--- src/rtl/rsm_pkg.sv ---
package rsm_pkg;

   // ***************************************************************
   // timing
   // ***************************************************************
   localparam int CLK_PERIOD_NS = 10;
   localparam int NS_PER_S = 1_000_000_000;
   localparam int UNIT_10MS_NS = 10_000_000;
   localparam int UNIT_100MS_NS = 100_000_000;
   localparam int UNIT_1S_NS = 1_000_000_000;
   localparam int UNIT_10MS_CYC = UNIT_10MS_NS / CLK_PERIOD_NS;
   localparam int UNIT_100MS_CYC = UNIT_100MS_NS / CLK_PERIOD_NS;
   localparam int UNIT_1S_CYC = UNIT_1S_NS / CLK_PERIOD_NS;

   // ***************************************************************
   // conversion and setting ranges
   // ***************************************************************
   localparam int SEC_PER_MIN = 60;
   localparam int SCALE_10MS = SEC_PER_MIN * (NS_PER_S / UNIT_10MS_NS);
   localparam int SCALE_100MS = SEC_PER_MIN * (NS_PER_S / UNIT_100MS_NS);
   localparam int SCALE_1S = SEC_PER_MIN * (NS_PER_S / UNIT_1S_NS);
   localparam int AVG_MIN = 1;
   localparam int AVG_MAX = 100;
   localparam int PPR_MIN = 1;
   localparam int PPR_MAX = 200000;

   // ***************************************************************
   // widths and status layout
   // ***************************************************************
   localparam int AVG_W = 7;
   localparam int PPR_W = 18;
   localparam int CNT_W = 24;
   localparam int SUM_W = CNT_W + AVG_W;
   localparam int SCALE_W = 13;
   localparam int NUM_W = SUM_W + SCALE_W;
   localparam int DEN_W = AVG_W + PPR_W;
   localparam int SPEED_W = 32;
   localparam int TICK_W = 27;
   localparam int BITC_W = 6;
   localparam int STATUS_W = 16;
   localparam int STAT_MEAS_BIT = 5;
   localparam int SYNC_N = 2;

   // ***************************************************************
   // types
   // ***************************************************************
   typedef enum logic [1:0] {
      UT_10MS = 2'h0,
      UT_100MS = 2'h1,
      UT_1S = 2'h2
   } rsm_unit_t;

   typedef enum logic [2:0] {
      SRC_1P_X1_AONLY = 3'h0,
      SRC_1P_X2_AONLY = 3'h1,
      SRC_1P_X1 = 3'h2,
      SRC_1P_X2 = 3'h3,
      SRC_CW_CCW = 3'h4,
      SRC_2P_X1 = 3'h5,
      SRC_2P_X2 = 3'h6,
      SRC_2P_X4 = 3'h7
   } rsm_src_t;

   typedef struct packed {
      rsm_src_t src;
      rsm_unit_t unit;
      logic [AVG_W-1:0] depth;
      logic [PPR_W-1:0] ppr;
   } rsm_cfg_t;

   typedef enum logic [1:0] {
      ST_IDLE = 2'h0,
      ST_RUN = 2'h1,
      ST_FETCH = 2'h2,
      ST_DIV = 2'h3
   } rsm_state_t;

endpackage

--- src/rtl/rsm_hist_mem.sv ---
`timescale 1ns/10ps
`default_nettype none

module rsm_hist_mem #(
   parameter int WIDTH = 24,
   parameter int DEPTH = 100,
   parameter int AW = 7
) (
   // clock
   input wire logic clk,
   input wire logic nrst,
   input wire logic ce,
   // write port
   input wire logic we,
   input wire logic [AW-1:0] waddr,
   input wire logic [WIDTH-1:0] wdata,
   // read port, data one cycle later
   input wire logic re,
   input wire logic [AW-1:0] raddr,
   output logic [WIDTH-1:0] rdata
);

   logic [WIDTH-1:0] mem [DEPTH];
   logic [WIDTH-1:0] rdata_d;

   always_comb begin
      rdata_d = rdata;
      if (re) begin
         rdata_d = mem[raddr];
      end
   end

   // array left unreset: stale words may be read while the window fills, but are discarded until rewritten
   always_ff @(posedge clk) begin
      if (ce && we) begin
         mem[waddr] <= wdata;
      end
   end

   always_ff @(posedge clk or negedge nrst) begin
      if (!nrst) begin
         rdata <= '0;
      end else if (ce) begin
         rdata <= rdata_d;
      end
   end

endmodule

`default_nettype wire

--- src/rtl/rsm_speed_meter.sv ---
// Function
// - Block acts only while rotation speed mode is selected.
// - Phase A/B pulses are counted and speed derived without further commands.
// - Averaging depth 1 to 100; depth 1 outputs each result directly.
// - Average of latest results; nothing output until depth results collected.
// - Unit time selectable 0.01 s, 0.1 s or 1 s; pulses counted per period.
// - Zero count in a unit time gives zero speed.
// - Down counting gives a negative signed speed.
// - Pulses per rotation 1 to 200000, used as divisor.
// - rpm equals 60 times count over unit time times pulses per rotation.
// - Fractional count carries forward so long-run sums track true rate.
// - Unaveraged granularity is 1, 10, 100 pulse/s for 1, 0.1, 0.01 s.
// - Multiplied modes compute speed from the multiplied edge count.
// - Phase Z, function, latch inputs and coincidence outputs are left unused.
// - Command on starts measuring and sets the in-measurement flag to 1.
// - Command off stops, clears the flag and forces speed to zero.
`timescale 1ns/10ps
`default_nettype none

module rsm_speed_meter #(
   parameter int UNIT_10MS_CYC = rsm_pkg::UNIT_10MS_CYC,
   parameter int UNIT_100MS_CYC = rsm_pkg::UNIT_100MS_CYC,
   parameter int UNIT_1S_CYC = rsm_pkg::UNIT_1S_CYC,
   parameter int AVG_MAX = rsm_pkg::AVG_MAX,
   parameter int PPR_MAX = rsm_pkg::PPR_MAX
) (
   // clock and reset
   input wire logic CLOCK,
   input wire logic NRST,
   input wire logic CE,
   // encoder pins
   input wire logic PHASE_A,
   input wire logic PHASE_B,
   // control from the controller program
   input wire logic SPEED_MODE_SELECTED,
   input wire logic SPEED_MEASURE_COMMAND,
   input wire rsm_pkg::rsm_cfg_t CFG,
   // results
   output logic signed [rsm_pkg::SPEED_W-1:0] SPEED_VALUE,
   output logic SPEED_VALID,
   output logic SPEED_MEASURING_FLAG,
   output logic [rsm_pkg::STATUS_W-1:0] CHANNEL_STATUS_WORD
);

   localparam int AW = rsm_pkg::AVG_W;
   localparam int CW = rsm_pkg::CNT_W;
   localparam int SW = rsm_pkg::SUM_W;
   localparam int NW = rsm_pkg::NUM_W;
   localparam int DW = rsm_pkg::DEN_W;
   localparam int QW = rsm_pkg::SPEED_W;
   localparam int TW = rsm_pkg::TICK_W;
   localparam logic [NW-1:0] SPEED_POS_MAX = {{(NW-QW+1){1'b0}}, {(QW-1){1'b1}}};

   // ***************************************************************
   // decoding functions
   // ***************************************************************
   function automatic logic [TW-1:0] period_last(input rsm_pkg::rsm_unit_t u);
      case (u)
         rsm_pkg::UT_10MS: period_last = TW'(UNIT_10MS_CYC - 1);
         rsm_pkg::UT_100MS: period_last = TW'(UNIT_100MS_CYC - 1);
         default: period_last = TW'(UNIT_1S_CYC - 1);
      endcase
   endfunction

   // 60 / unit time, so rpm = count * scale / (depth * ppr)
   function automatic logic [rsm_pkg::SCALE_W-1:0] rpm_scale(input rsm_pkg::rsm_unit_t u);
      case (u)
         rsm_pkg::UT_10MS: rpm_scale = rsm_pkg::SCALE_W'(rsm_pkg::SCALE_10MS);
         rsm_pkg::UT_100MS: rpm_scale = rsm_pkg::SCALE_W'(rsm_pkg::SCALE_100MS);
         default: rpm_scale = rsm_pkg::SCALE_W'(rsm_pkg::SCALE_1S);
      endcase
   endfunction

   function automatic rsm_pkg::rsm_cfg_t clamp_cfg(input rsm_pkg::rsm_cfg_t c);
      clamp_cfg = c;
      if (c.depth < AW'(rsm_pkg::AVG_MIN)) begin
         clamp_cfg.depth = AW'(rsm_pkg::AVG_MIN);
      end else if (c.depth > AW'(AVG_MAX)) begin
         clamp_cfg.depth = AW'(AVG_MAX);
      end
      if (c.ppr < rsm_pkg::PPR_W'(rsm_pkg::PPR_MIN)) begin
         clamp_cfg.ppr = rsm_pkg::PPR_W'(rsm_pkg::PPR_MIN);
      end else if (c.ppr > rsm_pkg::PPR_W'(PPR_MAX)) begin
         clamp_cfg.ppr = rsm_pkg::PPR_W'(PPR_MAX);
      end
      if (c.unit != rsm_pkg::UT_10MS && c.unit != rsm_pkg::UT_100MS) begin
         clamp_cfg.unit = rsm_pkg::UT_1S;
      end
   endfunction

   // signed step for one cycle; each multiplied edge counts once
   function automatic logic signed [1:0] edge_step(input rsm_pkg::rsm_src_t s, input logic a0, input logic b0,
                                                   input logic a1, input logic b1);
      logic a_r;
      logic a_f;
      logic b_r;
      logic b_e;
      a_r = a1 & ~a0;
      a_f = a0 & ~a1;
      b_r = b1 & ~b0;
      b_e = b1 ^ b0;
      edge_step = 2'sh0;
      case (s)
         rsm_pkg::SRC_1P_X1_AONLY: edge_step = a_r ? 2'sh1 : 2'sh0;
         rsm_pkg::SRC_1P_X2_AONLY: edge_step = (a_r | a_f) ? 2'sh1 : 2'sh0;
         rsm_pkg::SRC_1P_X1: edge_step = a_r ? (b1 ? -2'sh1 : 2'sh1) : 2'sh0;
         rsm_pkg::SRC_1P_X2: edge_step = (a_r | a_f) ? (b1 ? -2'sh1 : 2'sh1) : 2'sh0;
         rsm_pkg::SRC_CW_CCW: edge_step = (a_r && !b_r) ? 2'sh1 : ((b_r && !a_r) ? -2'sh1 : 2'sh0);
         rsm_pkg::SRC_2P_X1: edge_step = !b1 ? (a_r ? 2'sh1 : (a_f ? -2'sh1 : 2'sh0)) : 2'sh0;
         rsm_pkg::SRC_2P_X2: edge_step = (a_r | a_f) ? ((a1 != b1) ? 2'sh1 : -2'sh1) : 2'sh0;
         rsm_pkg::SRC_2P_X4: begin
            if (a_r | a_f) begin
               edge_step = (a1 != b1) ? 2'sh1 : -2'sh1;
            end else if (b_e) begin
               edge_step = (a1 == b1) ? 2'sh1 : -2'sh1;
            end
         end
         default: edge_step = 2'sh0;
      endcase
   endfunction

   // ***************************************************************
   // pin synchronisers
   // ***************************************************************
   logic [rsm_pkg::SYNC_N-1:0] pin_in;
   logic [rsm_pkg::SYNC_N-1:0] s1_q, s2_q, s3_q, flt_q;
   logic [rsm_pkg::SYNC_N-1:0] s1_d, s2_d, s3_d, flt_d;

   assign pin_in = {PHASE_B, PHASE_A};

   // a level counts once the second and third stages agree
   genvar g;
   generate
      for (g = 0; g < rsm_pkg::SYNC_N; g++) begin : g_sync
         always_comb begin
            s1_d[g] = pin_in[g];
            s2_d[g] = s1_q[g];
            s3_d[g] = s2_q[g];
            flt_d[g] = (s2_q[g] == s3_q[g]) ? s3_q[g] : flt_q[g];
         end
      end
   endgenerate

   always_ff @(posedge CLOCK or negedge NRST) begin
      if (!NRST) begin
         s1_q <= '0;
         s2_q <= '0;
         s3_q <= '0;
         flt_q <= '0;
      end else if (CE) begin
         s1_q <= s1_d;
         s2_q <= s2_d;
         s3_q <= s3_d;
         flt_q <= flt_d;
      end
   end

   // ***************************************************************
   // measurement state
   // ***************************************************************
   rsm_pkg::rsm_state_t state_q, state_d;
   rsm_pkg::rsm_cfg_t cfg_q, cfg_d;
   logic [TW-1:0] tick_q, tick_d;
   logic signed [CW-1:0] ucnt_q, ucnt_d;
   logic signed [CW-1:0] sample_q, sample_d;
   logic signed [SW-1:0] sum_q, sum_d;
   logic [AW-1:0] wptr_q, wptr_d;
   logic [AW-1:0] fill_q, fill_d;
   logic [DW:0] rem_q, rem_d;
   logic [NW-1:0] quo_q, quo_d;
   logic [DW-1:0] den_q, den_d;
   logic neg_q, neg_d;
   logic [rsm_pkg::BITC_W-1:0] bitc_q, bitc_d;
   logic signed [QW-1:0] speed_q, speed_d;
   logic valid_q, valid_d;
   logic flag_q, flag_d;
   logic [rsm_pkg::STATUS_W-1:0] status_q, status_d;

   logic run;
   logic boundary;
   logic signed [1:0] step;
   logic signed [CW-1:0] mem_rdata;
   logic [CW-1:0] mem_rdata_raw;
   logic mem_we;
   logic mem_re;
   logic signed [SW-1:0] oldest;
   logic signed [SW-1:0] sum_new;
   logic [SW-1:0] mag;
   logic [DW:0] trial;
   logic [NW-1:0] qsat;

   // phase z, function, latch and coincidence pins stay outside this block
   assign run = SPEED_MEASURE_COMMAND & SPEED_MODE_SELECTED;
   assign step = edge_step(cfg_q.src, flt_q[0], flt_q[1], flt_d[0], flt_d[1]);
   assign boundary = (tick_q == period_last(cfg_q.unit));
   assign mem_rdata = $signed(mem_rdata_raw);

   always_comb begin
      state_d = state_q;
      cfg_d = cfg_q;
      tick_d = tick_q;
      ucnt_d = ucnt_q;
      sample_d = sample_q;
      sum_d = sum_q;
      wptr_d = wptr_q;
      fill_d = fill_q;
      rem_d = rem_q;
      quo_d = quo_q;
      den_d = den_q;
      neg_d = neg_q;
      bitc_d = bitc_q;
      speed_d = speed_q;
      valid_d = 1'b0;
      flag_d = flag_q;
      mem_we = 1'b0;
      mem_re = 1'b0;
      oldest = '0;
      sum_new = sum_q;
      mag = '0;
      trial = '0;
      qsat = '0;

      if (state_q != rsm_pkg::ST_IDLE) begin
         tick_d = boundary ? '0 : tick_q + TW'(1);
         // counter is sampled, never rescaled: the partial pulse rolls into the next period
         ucnt_d = boundary ? CW'(step) : ucnt_q + CW'(step);
      end

      case (state_q)
         rsm_pkg::ST_IDLE: begin
            speed_d = '0;
            flag_d = 1'b0;
            if (run) begin
               cfg_d = clamp_cfg(CFG);
               tick_d = '0;
               // start edge opens the first period, so every period spans the same number of clock cycles
               ucnt_d = CW'(step);
               sum_d = '0;
               wptr_d = '0;
               fill_d = '0;
               flag_d = 1'b1;
               state_d = rsm_pkg::ST_RUN;
            end
         end
         rsm_pkg::ST_RUN: begin
            if (boundary) begin
               sample_d = ucnt_q;
               mem_re = 1'b1;
               state_d = rsm_pkg::ST_FETCH;
            end
         end
         rsm_pkg::ST_FETCH: begin
            // oldest word only leaves the window once it is full
            oldest = (fill_q == cfg_q.depth) ? SW'(mem_rdata) : '0;
            sum_new = sum_q + SW'(sample_q) - oldest;
            sum_d = sum_new;
            mem_we = 1'b1;
            wptr_d = (wptr_q == cfg_q.depth - AW'(1)) ? '0 : wptr_q + AW'(1);
            fill_d = (fill_q == cfg_q.depth) ? fill_q : fill_q + AW'(1);
            if (fill_d == cfg_q.depth) begin
               mag = sum_new[SW-1] ? SW'(-sum_new) : SW'(sum_new);
               neg_d = sum_new[SW-1];
               quo_d = NW'(mag) * NW'(rpm_scale(cfg_q.unit));
               den_d = DW'(cfg_q.depth) * DW'(cfg_q.ppr);
               rem_d = '0;
               bitc_d = '0;
               state_d = rsm_pkg::ST_DIV;
            end else begin
               state_d = rsm_pkg::ST_RUN;
            end
         end
         rsm_pkg::ST_DIV: begin
            // one quotient bit per cycle keeps the divider small
            trial = {rem_q[DW-1:0], quo_q[NW-1]};
            if (trial >= {1'b0, den_q}) begin
               rem_d = trial - {1'b0, den_q};
               quo_d = {quo_q[NW-2:0], 1'b1};
            end else begin
               rem_d = trial;
               quo_d = {quo_q[NW-2:0], 1'b0};
            end
            bitc_d = bitc_q + rsm_pkg::BITC_W'(1);
            if (bitc_q == rsm_pkg::BITC_W'(NW - 1)) begin
               qsat = (quo_d > SPEED_POS_MAX) ? SPEED_POS_MAX : quo_d;
               // zero count divides to zero
               speed_d = neg_q ? -QW'(qsat) : QW'(qsat);
               valid_d = 1'b1;
               state_d = rsm_pkg::ST_RUN;
            end
         end
         default: begin
            state_d = rsm_pkg::ST_IDLE;
         end
      endcase

      // a held command is not restarted; only a drop of command or mode select ends the run
      if (!run && state_q != rsm_pkg::ST_IDLE) begin
         state_d = rsm_pkg::ST_IDLE;
         speed_d = '0;
         flag_d = 1'b0;
         valid_d = 1'b0;
      end

      status_d = '0;
      status_d[rsm_pkg::STAT_MEAS_BIT] = flag_d;
   end

   always_ff @(posedge CLOCK or negedge NRST) begin
      if (!NRST) begin
         state_q <= rsm_pkg::ST_IDLE;
         cfg_q <= '0;
         tick_q <= '0;
         ucnt_q <= '0;
         sample_q <= '0;
         sum_q <= '0;
         wptr_q <= '0;
         fill_q <= '0;
         rem_q <= '0;
         quo_q <= '0;
         den_q <= '0;
         neg_q <= 1'b0;
         bitc_q <= '0;
         speed_q <= '0;
         valid_q <= 1'b0;
         flag_q <= 1'b0;
         status_q <= '0;
      end else if (CE) begin
         state_q <= state_d;
         cfg_q <= cfg_d;
         tick_q <= tick_d;
         ucnt_q <= ucnt_d;
         sample_q <= sample_d;
         sum_q <= sum_d;
         wptr_q <= wptr_d;
         fill_q <= fill_d;
         rem_q <= rem_d;
         quo_q <= quo_d;
         den_q <= den_d;
         neg_q <= neg_d;
         bitc_q <= bitc_d;
         speed_q <= speed_d;
         valid_q <= valid_d;
         flag_q <= flag_d;
         status_q <= status_d;
      end
   end

   // ***************************************************************
   // history of unit-time counts
   // ***************************************************************
   rsm_hist_mem #(
      .WIDTH(CW),
      .DEPTH(AVG_MAX),
      .AW(AW)
   ) u_hist (
      .clk(CLOCK),
      .nrst(NRST),
      .ce(CE),
      .we(mem_we),
      .waddr(wptr_q),
      .wdata(sample_q),
      .re(mem_re),
      .raddr(wptr_q),
      .rdata(mem_rdata_raw)
   );

   assign SPEED_VALUE = speed_q;
   assign SPEED_VALID = valid_q;
   assign SPEED_MEASURING_FLAG = flag_q;
   assign CHANNEL_STATUS_WORD = status_q;

endmodule

`default_nettype wire

--- config.mk ---
export PLATFORM = sky130hd
export DESIGN_NAME = rsm_speed_meter
export DESIGN_NICKNAME = d
export VERILOG_FILES = /design/src/rtl/rsm_pkg.sv /design/src/rtl/rsm_hist_mem.sv /design/src/rtl/rsm_speed_meter.sv
export SDC_FILE = /design/constraint.sdc
export NUM_CORES = 2
export LEC_CHECK = 0
export BUFFER_PORTS_ARGS = -buffer_cell sky130_fd_sc_hd__buf_2
export CORE_UTILIZATION = 56
export CTS_CLUSTER_DIAMETER = 120
export CTS_CLUSTER_SIZE = 24
export DETAILED_ROUTE_END_ITERATION = 7
export PLACE_DENSITY_LB_ADDON = 0.1
export SKIP_CTS_REPAIR_TIMING = 1
export SLEW_MARGIN = 40
export SYNTH_ARGS = -nofsm -noshare
export SYNTH_HDL_FRONTEND = slang
export SYNTH_HIERARCHICAL = 1
export SYNTH_SLANG_ARGS = --single-unit
--- constraint.sdc ---
create_clock -name CLOCK -period 31.5 [get_ports CLOCK]
set_input_delay 3.15 -clock CLOCK [delete_from_list [all_inputs] [get_ports CLOCK]]
set_output_delay 3.15 -clock CLOCK [all_outputs]
set_load 0.01 [all_outputs]
==> metrics.md <==
| Metric | Value |
|---|---|
| Fmax | `81.7 MHz` |
| Critical path startpoint category | `register` |
| Period utilisation layout | `0.389` |
| Slowest-stage cell, CP | `dfrtp_1` |
| Die ar. | `229000 um^2` |
| Starting density of the core | `0.565` |
| Nets | `8788` |
| Reg area | `80200 um^2` |
| FP Rows | `174` |
| EDFF count, synth | `2400` |
| Main synth FF type | `edfxtp_1` |
| Vias in the first global route | `71527` |
| Post-DRT Antenna Nets | `0` |
| Synth Cell Area | `127000 um^2` |
| Post-synthesis cell count | `8048` |
| WS Path Type | `reg2reg` |
| Ratio of cells with drive above 1 in the final layout | `0.169` |
| TNS Setup | `0 ns` |
| Crit end category | `register` |
| Min Tclk post-route | `12.24 ns` |
| GRT overflow | `0` |
| Max_slew headroom | `0.350` |
| Pin count of the biggest net entering global routing | `120` |
| CTS Buffer Depth | `3` |
| Min Hold Slack | `0.480 ns` |
| Final hold vios | `0` |
| Layout area overhead | `6.97%` |
| Starting DRT DRC Count | `8107` |
| Failing checks | `design-rule violations` |
| Synth async-reset ratio | `0.117` |
| Seq/Total Area, Yosys | `0.630` |
| Status | `complete, but fails checks` |
| Arr. time, crit path | `12.92 ns` |
| Filler cells | `16756` |
| Dpl cells | `10973` |
| Later-pin clock latency in the skew report | `0.84 ns` |
| Multi-input gate area | `43100 um^2` |
| Residual DRC | `23` |
| Vias per cell | `6.43` |
| #FFs+latches synth | `2719` |
| WL per Instance | `30.0 um` |
| IO Port Bufs | `71` |
| Final setup viols | `0` |
| Vert. Die Dim | `478 um` |
| CP peak stage delay | `0.88 ns` |
| Initial antenna violation count | `16` |
| Max-slew violation count | `0` |
| HPWL Detailed | `213 mm` |
| Skew final | `0.0588 ns` |
| Clk pin slew, worst setup/hold paths | `0.10 ns` |
| Boundary pin count | `87` |
| Core Footprint | `225000 um^2` |
| DR pass1 iterations | `8` |
| Post-synth top area share | `0.567` |
| Chip Width | `478 um` |
| Maximum net fanout on the critical path | `32` |
| Post-synth cell types | `106` |
| Design area | `136000 um^2` |
| GRT Util Overall | `0.295` |
| Non-filler cells, final | `11192` |
| Max capacitance violation total | `0` |
| HP Class | `reg2reg` |
| RePlAce Congestion | `0.897` |
| Global-route wire length before repair | `490 mm` |
| Dominant cell type by area after synthesis | `edfxtp_1` |
| Final WL | `336 mm` |
| DR vias | `71982` |
| Syn_area_per_cell | `15.8 um^2` |
| CTS tree | `done` |
| Clk root buf | `clkbuf_16` |
| Post-placement cell area | `132000 um^2` |
| Total number of yosys warnings | `6` |
| Synth area leaders | `edfxtp_1, mux4_2, dfrtp_1, fa_1, ha_1` |
| Worst-Margin Slew | `0.967 ns` |
| CP required | `32.18 ns` |
| Unrepaired setup endpoints after global routing | `no` |
| TritonCTS Buffers | `133` |
| Clk sinks | `2719` |
| H-tree depth | `4` |
## Yosys cell counts (all sizes together), types with 70 or more instances
cell type and n:
edfxtp 2400, mux4 629, inv 603, nand2 514, nor2 423, o21ai 350
ha 323, dfrtp 319, fa 306, a21oi 234, clkbuf 204, buf 191
mux2i 117, xnor2 111, and2 94, nor3 94, nand3 89, xor2 73
a211oi 70
## cell families after synthesis
kind of cell | Yosys count | synth area share
fa+ha+maj | 631 | 0.0802
flops | 2719 | 0.630
other cells | 1 | 0.0000295
simple gates | 1539 | 0.0566
mux | 805 | 0.126
xor+xnor | 184 | 0.0128
buf+inv | 1001 | 0.0350
compound gates | 1168 | 0.0592
## registers in the layout, summed over array words and instances (netlist names), 6 cells and up
name,count
quo_q,44
u_hist/mem,2400
SPEED_VALUE,32
ucnt_q,24
u_hist/rdata,24
sum_q,31
rem_q,25
fill_q,7
tick_q,27
bitc_q,6
cfg_q,30
wptr_q,7
den_q,25
sample_q,24
## path summary, 6_finish.rpt
path / start / to / slack (ns) / depth (start not counted)
min: SPEED_VALUE[20]$_DFFE_PN0P_ / SPEED_VALUE[20]$_DFFE_PN0P_ / 0.48 / 2
max reg2reg: cfg_q[23]$_DFFE_PN0P_ / quo_q[40]$_DFFE_PN0P_ / 19.26 / 42
max: cfg_q[23]$_DFFE_PN0P_ / quo_q[40]$_DFFE_PN0P_ / 19.26 / 42
min in group asynchronous: NRST / rem_q[4]$_DFFE_PN0P_ / 2.30 / 1
max in group asynchronous: NRST / sample_q[23]$_DFFE_PN0P_ / 27.21 / 4
min reg2reg: SPEED_VALUE[20]$_DFFE_PN0P_ / SPEED_VALUE[20]$_DFFE_PN0P_ / 0.48 / 2
## per-layer routing
metal  GRT usage  vias up  share of wire
li1            -    30612              -
met5           0        -        0.00033
met2       0.486     2953           0.49
met3      0.0439      523          0.076
met1       0.408    37878           0.40
met4      0.0924       16          0.035
## per-stage QoR
step	worst slack, ns	util
after global routing	18.37	0.604
after CTS	19.04	0.603
after global placement	19.43	0.583
after floorplan	20.91	-
final	19.26	0.604
after detailed placement	19.04	0.586
## critical path, delay by kind of cell (launching register included)
kind	cells	cell delay (ns)
compound gates	13	3.51
xor+xnor	3	0.84
flops	1	0.88
fa+ha+maj	9	3.65
simple gates	10	2.60
buf+inv	7	0.60
## cell type report
type	count	share of cell area
diodes	11	0.000202
repair buffers	320	0.0195
inverters	606	0.0167
flip-flops and latches	2719	0.590
well taps	2992	0.0275
clock inverters	17	0.00225
clock buffers	185	0.0267
multi-input cells	4342	0.317
## cells in the final DEF, fill, tap and decap left out, types with 60 or more instances in the layout
cell / instances
a22oi_1: 60
edfxtp_1: 2400
o22ai_1: 61
buf_4: 207
nand2_1: 513
nand3_1: 88
mux2i_1: 117
nor3_1: 87
a21oi_1: 231
o21ai_0: 327
dfrtp_1: 287
clkbuf_16: 138
xnor2_1: 108
fa_1: 306
nor2_2: 91
and2_1: 93
inv_1: 593
nor2_1: 316
buf_2: 70
xor2_1: 73
ha_1: 323
a211oi_1: 66
mux4_2: 613
Power is left out: the tool's default activity adds up to more than one toggle a clock period on the data nets, which glitch-free logic cannot reach.
